`config.mk`:
```
export PLATFORM = sky130hd
export DESIGN_NAME = pdt_timer
export DESIGN_NICKNAME = d
export VERILOG_FILES = /design/src/design/pdt_timer.v
export VERILOG_INCLUDE_DIRS = /design/src /design/src/common
export SDC_FILE = /design/constraint.sdc
export NUM_CORES = 1
export LEC_CHECK = 0
export ABC_CLOCK_PERIOD_IN_PS = 1900
export BUFFER_PORTS_ARGS = -buffer_cell sky130_fd_sc_hd__buf_2
export CAP_MARGIN = 15
export CELL_PAD_IN_SITES_DETAIL_PLACEMENT = 1
export CELL_PAD_IN_SITES_GLOBAL_PLACEMENT = 2
export CORE_AREA = 2 2 72 108
export DETAILED_ROUTE_END_ITERATION = 8
export DIE_AREA = 0 0 74 110
export MAX_ROUTING_LAYER = met4
export PLACE_DENSITY_LB_ADDON = 0.1
export SLEW_MARGIN = 30
export SYNTH_ARGS = -nofsm -noshare
export SYNTH_HDL_FRONTEND = slang
export SYNTH_SLANG_ARGS = --single-unit
```
`constraint.sdc`:
```
create_clock -name i_clk -period 1.9 [get_ports i_clk]
set_clock_uncertainty 0.2 [all_clocks]
set_input_delay 0.19 -clock i_clk [delete_from_list [all_inputs] [get_ports i_clk]]
set_output_delay 0.19 -clock i_clk [all_outputs]
set_load 0.02 [all_outputs]
```
`src/common/pdt_defs.vh`:
```
// Constants for the prescaled down timer
`ifndef PDT_DEFS_VH
`define PDT_DEFS_VH

`define PDT_ADDR_PRESCALER 8'hd2
`define PDT_ADDR_COUNT 8'hd3
`define PDT_ADDR_CTRL 8'hd4

`define PDT_COUNT_RST 8'hff
`define PDT_PRESC_RST 7'h7f
`define PDT_CTRL_RST 8'h00
`define PDT_ZERO 8'h00

`define PDT_BIT_ZERO 7
`define PDT_BIT_IRQEN 6
`define PDT_BIT_DIR 5
`define PDT_BIT_VALGATE 4
`define PDT_BIT_RUN 3

`define PDT_DIV12 4'hb
`define PDT_DIV_ZERO 4'h0

`endif

```
`src/design/pdt_timer.v`:
```
// Prescaled down timer with prescaler, counter, control/status and timer pin
`timescale 1ns/100ps
`include "pdt_defs.vh"

module pdt_timer #(
   parameter PRESC_W = 7,
   parameter COUNT_W = 8
) (
   input wire i_clk, // Core clock, 40 MHz
   input wire i_rst_n, // Async reset, active low
   input wire [7:0] i_addr, // Data-space address
   input wire [7:0] i_wdata, // Write data
   input wire i_wr, // Write strobe, one cycle
   input wire i_rd, // Read strobe
   input wire i_pin_in, // Timer pin level
   output reg [7:0] o_rdata, // Read data, registered
   output reg o_pin_out, // Timer pin drive value
   output reg o_pin_oe, // Timer pin drive enable
   output reg o_irq, // Timer interrupt request, vector 3
   output reg o_wake // Wake request from wait state
);

   // ------------------------------------------------------------
   // State
   // ------------------------------------------------------------
   reg [PRESC_W-1:0] prescaler_state;
   reg [COUNT_W-1:0] count_value;
   reg [7:0] timer_control_status;
   reg [3:0] div12_cnt;
   reg div12_tick;
   reg pin_q;
   reg tap_q;
   reg out_latch;

   wire zero_reached_flag = timer_control_status[`PDT_BIT_ZERO];
   wire zero_irq_enable = timer_control_status[`PDT_BIT_IRQEN];
   wire pin_direction_sel = timer_control_status[`PDT_BIT_DIR];
   wire pin_value_or_gate_sel = timer_control_status[`PDT_BIT_VALGATE];
   wire prescale_run = timer_control_status[`PDT_BIT_RUN];
   wire [2:0] tap_select = timer_control_status[2:0];

   wire wr_presc = i_wr && (i_addr == `PDT_ADDR_PRESCALER);
   wire wr_count = i_wr && (i_addr == `PDT_ADDR_COUNT);
   wire wr_ctrl = i_wr && (i_addr == `PDT_ADDR_CTRL);

   // ------------------------------------------------------------
   // Prescaler input source
   // ------------------------------------------------------------
   // Pin edge detection limits event rate to a fraction of core clock
   wire pin_rise = i_pin_in && !pin_q;
   reg presc_tick;
   always @* begin
      if (pin_direction_sel)
         presc_tick = div12_tick; // output mode uses core/12
      else if (pin_value_or_gate_sel)
         presc_tick = div12_tick && i_pin_in; // gate on pin high
      else
         presc_tick = pin_rise; // event counting
   end

   always @(posedge i_clk or negedge i_rst_n) begin
      if (!i_rst_n) begin
         div12_cnt <= `PDT_DIV_ZERO;
         div12_tick <= 1'b0;
         pin_q <= 1'b0;
      end else begin
         pin_q <= i_pin_in;
         div12_tick <= (div12_cnt == `PDT_DIV12);
         if (div12_cnt == `PDT_DIV12)
            div12_cnt <= `PDT_DIV_ZERO;
         else
            div12_cnt <= div12_cnt + 4'h1;
      end
   end

   // ------------------------------------------------------------
   // Tap multiplexer
   // ------------------------------------------------------------
   // Divide-by-1 tap behaves as a pulse; others as level rising edges
   wire [PRESC_W-1:0] presc_dec = prescaler_state - {{(PRESC_W-1){1'b0}}, 1'b1};
   wire [PRESC_W:0] taps = {prescaler_state, 1'b0};
   wire tap_lvl = taps[tap_select];
   wire tap_rise = (tap_select == 3'h0) ? presc_tick : (tap_lvl && !tap_q);
   wire count_tick = prescale_run && tap_rise;
   wire [COUNT_W-1:0] count_dec = count_value - {{(COUNT_W-1){1'b0}}, 1'b1};
   wire dec_to_zero = count_tick && (count_dec == `PDT_ZERO);

   always @(posedge i_clk or negedge i_rst_n) begin
      if (!i_rst_n) begin
         prescaler_state <= `PDT_PRESC_RST;
         tap_q <= 1'b1;
      end else begin
         tap_q <= tap_lvl;
         // forced to all ones when stopped
         if (!prescale_run)
            prescaler_state <= `PDT_PRESC_RST;
         else if (wr_presc)
            prescaler_state <= i_wdata[PRESC_W-1:0];
         else if (presc_tick)
            prescaler_state <= presc_dec;
      end
   end

   // ------------------------------------------------------------
   // Counter and control/status
   // ------------------------------------------------------------
   always @(posedge i_clk or negedge i_rst_n) begin
      if (!i_rst_n) begin
         count_value <= `PDT_COUNT_RST;
         timer_control_status <= `PDT_CTRL_RST;
      end else begin
         if (wr_count)
            count_value <= i_wdata[COUNT_W-1:0];
         else if (count_tick)
            count_value <= count_dec;
         if (wr_ctrl)
            timer_control_status <= i_wdata;
         // zero write sets flag; set beats clear
         if (wr_count && (i_wdata == `PDT_ZERO))
            timer_control_status[`PDT_BIT_ZERO] <= 1'b1;
         // decrement to zero unless a count write coincides
         else if (dec_to_zero && !wr_count)
            timer_control_status[`PDT_BIT_ZERO] <= 1'b1;
      end
   end

   // ------------------------------------------------------------
   // Outputs
   // ------------------------------------------------------------
   always @(posedge i_clk or negedge i_rst_n) begin
      if (!i_rst_n) begin
         out_latch <= 1'b0;
         o_pin_out <= 1'b0;
         o_pin_oe <= 1'b0;
         o_irq <= 1'b0;
         o_wake <= 1'b0;
         o_rdata <= 8'h00;
      end else begin
         if (zero_reached_flag)
            out_latch <= pin_value_or_gate_sel;
         o_pin_out <= out_latch;
         o_pin_oe <= pin_direction_sel;
         o_irq <= zero_reached_flag && zero_irq_enable;
         o_wake <= zero_reached_flag && zero_irq_enable;
         if (i_rd) begin
            case (i_addr)
               `PDT_ADDR_PRESCALER: o_rdata <= {1'b0, prescaler_state};
               `PDT_ADDR_COUNT: o_rdata <= count_value;
               `PDT_ADDR_CTRL: o_rdata <= timer_control_status;
               default: o_rdata <= 8'h00;
            endcase
         end
      end
   end

endmodule

```
==> run_results.csv <==
group,metric,value,unit
power,leakagePower,1.34,nW
clock_network,cts.htree.levels,2,
timing,rsz0062_at_grt,"yes",
clock_network,cts.sink_count,42,
power,internal_power,1.73,mW
worst_setup_path,crit_path_top_delay_cell,"mux4_2",
timing,setup-violations-final,9,
synthesis,post_synth_inst_count,221,
route,post_drt_via_cell_ratio,4.73,
synthesis,syn-cell-area,2230,µm²
die,die_h,110,µm
synthesis,synth_compound_gate_area_share,10.2,%
synthesis,async_sr_flop_fraction,100,%
worst_setup_path,critical_path.endpoint_type,"flip-flop",
power,vdd.ir_drop.worst,440,µV
synthesis,synth_warn,0,
final_layout,multi_input_comb_area,1190,µm²
timing,max_slew_violation_count,0,
global_route,first_global_vias,1997,
synthesis,postSynthRegisterBits,42,
timing,period_needed,2.09,ns
route,antenna_violating_nets_post_route,0,
worst_setup_path,cpPeakStageDelay,0.55,ns
global_route,largest_net_degree_at_the_start_of_global_routing,43,
die,die-area,8140,µm²
die,placement_rows,38,
worst_setup_path,crit_path_cell_trace,"mux2_4 -> mux4_2 -> o2bb2ai_4 -> o31ai_2 -> nor2_1",
placed_design,placedCellCount,370,
run_status,violations,"negative setup slack",
final_layout,final_nets,314,
power,power_density_over_cell_area,775,nW/µm²
synthesis,synth_xor_xnor_area_share,5.49,%
route,post_drt_wl_per_cell,16.7,µm
synthesis,synth-edff-count,0,
hold_path,holdCritPathClass,"input port to flip-flop",
route,vias,1843,
die,io_pins,33,
placed_design,routability_driven_placement_congestion_ratio,0.757,
route,drt_pass1_iterations,3,
synthesis,synth.mux.area_fraction,13.1,%
global_route,overflow_left_after_global_routing,0,
timing,final.setup.worst_slack,-0.193,ns
final_layout,final-instance-count-excl-fill,390,
synthesis,synthesis.nets,246,
route,drcViolationCount,0,
power,clockPowerShare,36.3,%
placed_design,dp_hpwl,4700,µm
synthesis,ys_types,42,
placed_design,worst_setup_slack_before_clock_tree_synthesis,-0.238,ns
route,dr.first_iter.drc_count,70,
clock_network,clk_root_buffer_cell,"clkbuf_8",
power,netSwitchingFraction,27.2,%
worst_setup_path,crit_path_start_kind,"flip-flop",
timing,tns,-1.47,ns
worst_setup_path,crit_fanout,5,
worst_setup_path,path_class,"flip-flop to flip-flop",
power,combinational_group_share_of_total_power,19.2,%
synthesis,synth_area_in_adders,2.24,%
final_layout,final_common_cell,"buf_2",
synthesis,post-synth-top-area-cell,"dfrtp_1",
run_status,run_status,"complete, but fails checks",
worst_setup_path,critical-path-top-delay-family,"multiplexers",
synthesis,synth.yosys.seq_area_share,47.9,%
timing,fmax,478,MHz
die,core_area,7180,µm²
global_route,grt_first_pass_wirelength,10400,µm
timing,hold_viol,0,
clock_network,cts.path.max_buffers,2,
final_layout,drive_gt1_share,37.2,%
synthesis,synth_top_family_by_area,"simple AND/OR/NAND/NOR gates",
final_layout,area_growth,37.1,%
final_layout,diodes,0,
timing,whs,0.0779,ns
worst_setup_path,crit_required,1.93,ns
power,power_frac_seq,44.5,%
synthesis,synth_area_per_cell,10.1,µm²
synthesis,synth_top_flop_cell,"dfrtp_1",
run,cap_viol_max_count,0,
route,route.final.wire_length,6500,µm
timing,worstMarginPinSlew,0.565,ns
global_route,antenna_found_initial,0,
clock_network,tritoncts,"built",
die,initial_core_util,31.1,%
power,power_spent_charging_and_discharging_nets,0.646,mW
timing,timing.slew.headroom,62.3,%
clock_network,clock_pin_transition_on_the_worst_setup_and_hold_timing_paths,0.08,ns
worst_setup_path,worstPathBufferInverterCount,0,
timing,post-route-period-util,110,%
final_layout,fillers,804,
clock_network,total_cts_buffers,5,
clock_network,worstSkewPairLatency,0.30,ns
die,die-width,74,µm
synthesis,synth.top_cell.area_share,29.1,%
final_layout,seqCellArea,1070,µm²
worst_setup_path,crit_arrival,2.12,ns
global_route,groute.usage.overall,17.9,%
synthesis,ys_top_cells_by_area,"dfrtp_1 (29%), dfstp_2 (19%), mux2i_1 (5.4%), mux2_1 (4.5%), xor2_1 (3.9%)",
placed_design,io_buffer_count,32,
synthesis,synth-simple-area-share,16.5,%
final_layout,layout.cells.most_common_list,"buf_2 (32), dfrtp_1 (25), buf_4 (24), nor2_1 (21), nand2_1 (20)",
## path summary, 6_finish.rpt
check / startpoint / end / slack, ns / depth (start not counted)
worst min register to register: out_latch / o_pin_out / 0.18 / 0
worst min-delay path: i_addr[2] / o_rdata[7] / 0.08 / 4
worst max-delay path: timer_control_status[0] / count_value[1] / -0.19 / 5
worst max register to register: timer_control_status[0] / count_value[1] / -0.19 / 5
max in group asynchronous: i_rst_n / timer_control_status[0] / 0.80 / 3
min in group asynchronous: i_rst_n / timer_control_status[2] / 0.30 / 3
## per-stage QoR
stage	instance area (µm²)	util [%]	power [mW]
floorplan	2260	-	1.29
finish	3060	42.7	2.37
CTS	2980	41.6	2.39
detailed placement	2710	37.7	1.49
global placement	2710	37.7	1.49
global route	3060	42.7	2.50
## cell usage after synthesis, types with 2 or more instances
master / n
dfrtp_1: 26
nand2_1: 23
nor2_1: 21
dfstp_2: 16
a21oi_1: 13
inv_1: 13
mux2i_1: 12
xor2_1: 10
mux2_1: 9
o22ai_1: 7
o21ai_1: 5
or3_1: 5
clkbuf_1: 4
ha_1: 4
nor3_1: 4
nor4_1: 4
xnor2_1: 4
and2_1: 3
buf_2: 3
mux2_2: 3
nand2b_1: 3
nor3b_1: 3
nor4b_1: 3
o211ai_1: 3
nand3_1: 2
o21ai_0: 2
## worst register-to-register path: cells and delay by family, from the launching register on
family	cells	cell delay [ns]
mux	2	0.85
flops	1	0.46
compound gates	2	0.44
simple gates	1	0.08
## layer usage
| layer | vias to the layer above | global-route usage [%] | wire (µm) |
|---|---|---|---|
| met5 | - | - | 0 |
| met4 | 0 | 5.32 | 85 |
| met3 | 5 | 3.00 | 153 |
| met2 | 23 | 32.0 | 3570 |
| met1 | 917 | 20.1 | 2690 |
| li1 | 898 | - | - |
## state kept, by name, summed over array words and instances, names as in the netlist
signal	cells
count_value	8
div12_cnt	4
div12_tick	1
o_pin_oe	1
o_pin_out	1
o_rdata	8
o_wake	1
out_latch	1
pin_q	1
prescaler_state	7
tap_q	1
timer_control_status	8
## power groups by stage
stage               clock [mW]  combinational [mW]  sequential [mW]
finish                   0.862               0.455             1.06
global route             0.923               0.506             1.07
CTS                      0.889               0.443             1.06
detailed placement           0               0.420             1.07
global placement             0               0.423             1.07
floorplan                    0               0.222             1.07
## area by class of cell
cell class / instances / area share, %
tap: 100 / 4.08
multi-input combinational: 157 / 38.7
clock inverter: 3 / 2.25
clock buffer: 5 / 2.25
sequential: 42 / 35.0
timing repair buffer: 70 / 16.1
inverter: 13 / 1.59
## repair_timing
action / 4_1_cts / 5_1_grt
hold buffers: 11 / 0
cloned: 1 / 0
hold endpoints to repair: 47 / 0
buffers inserted: 0 / 0
gates resized for setup: 4 / 15
pin swaps: 2 / 4
endpoints found under the setup margin: 10 / 14
## cell families after synthesis
group | count (synthesis)
DFF | 42
adders and majority gates | 4
buffers and inverters | 23
muxes | 26
xor gates and xnor gates | 14
AOI/OAI and AO/OA | 37
and+or+nand+nor | 75
Power figures use the tool's default switching activity.
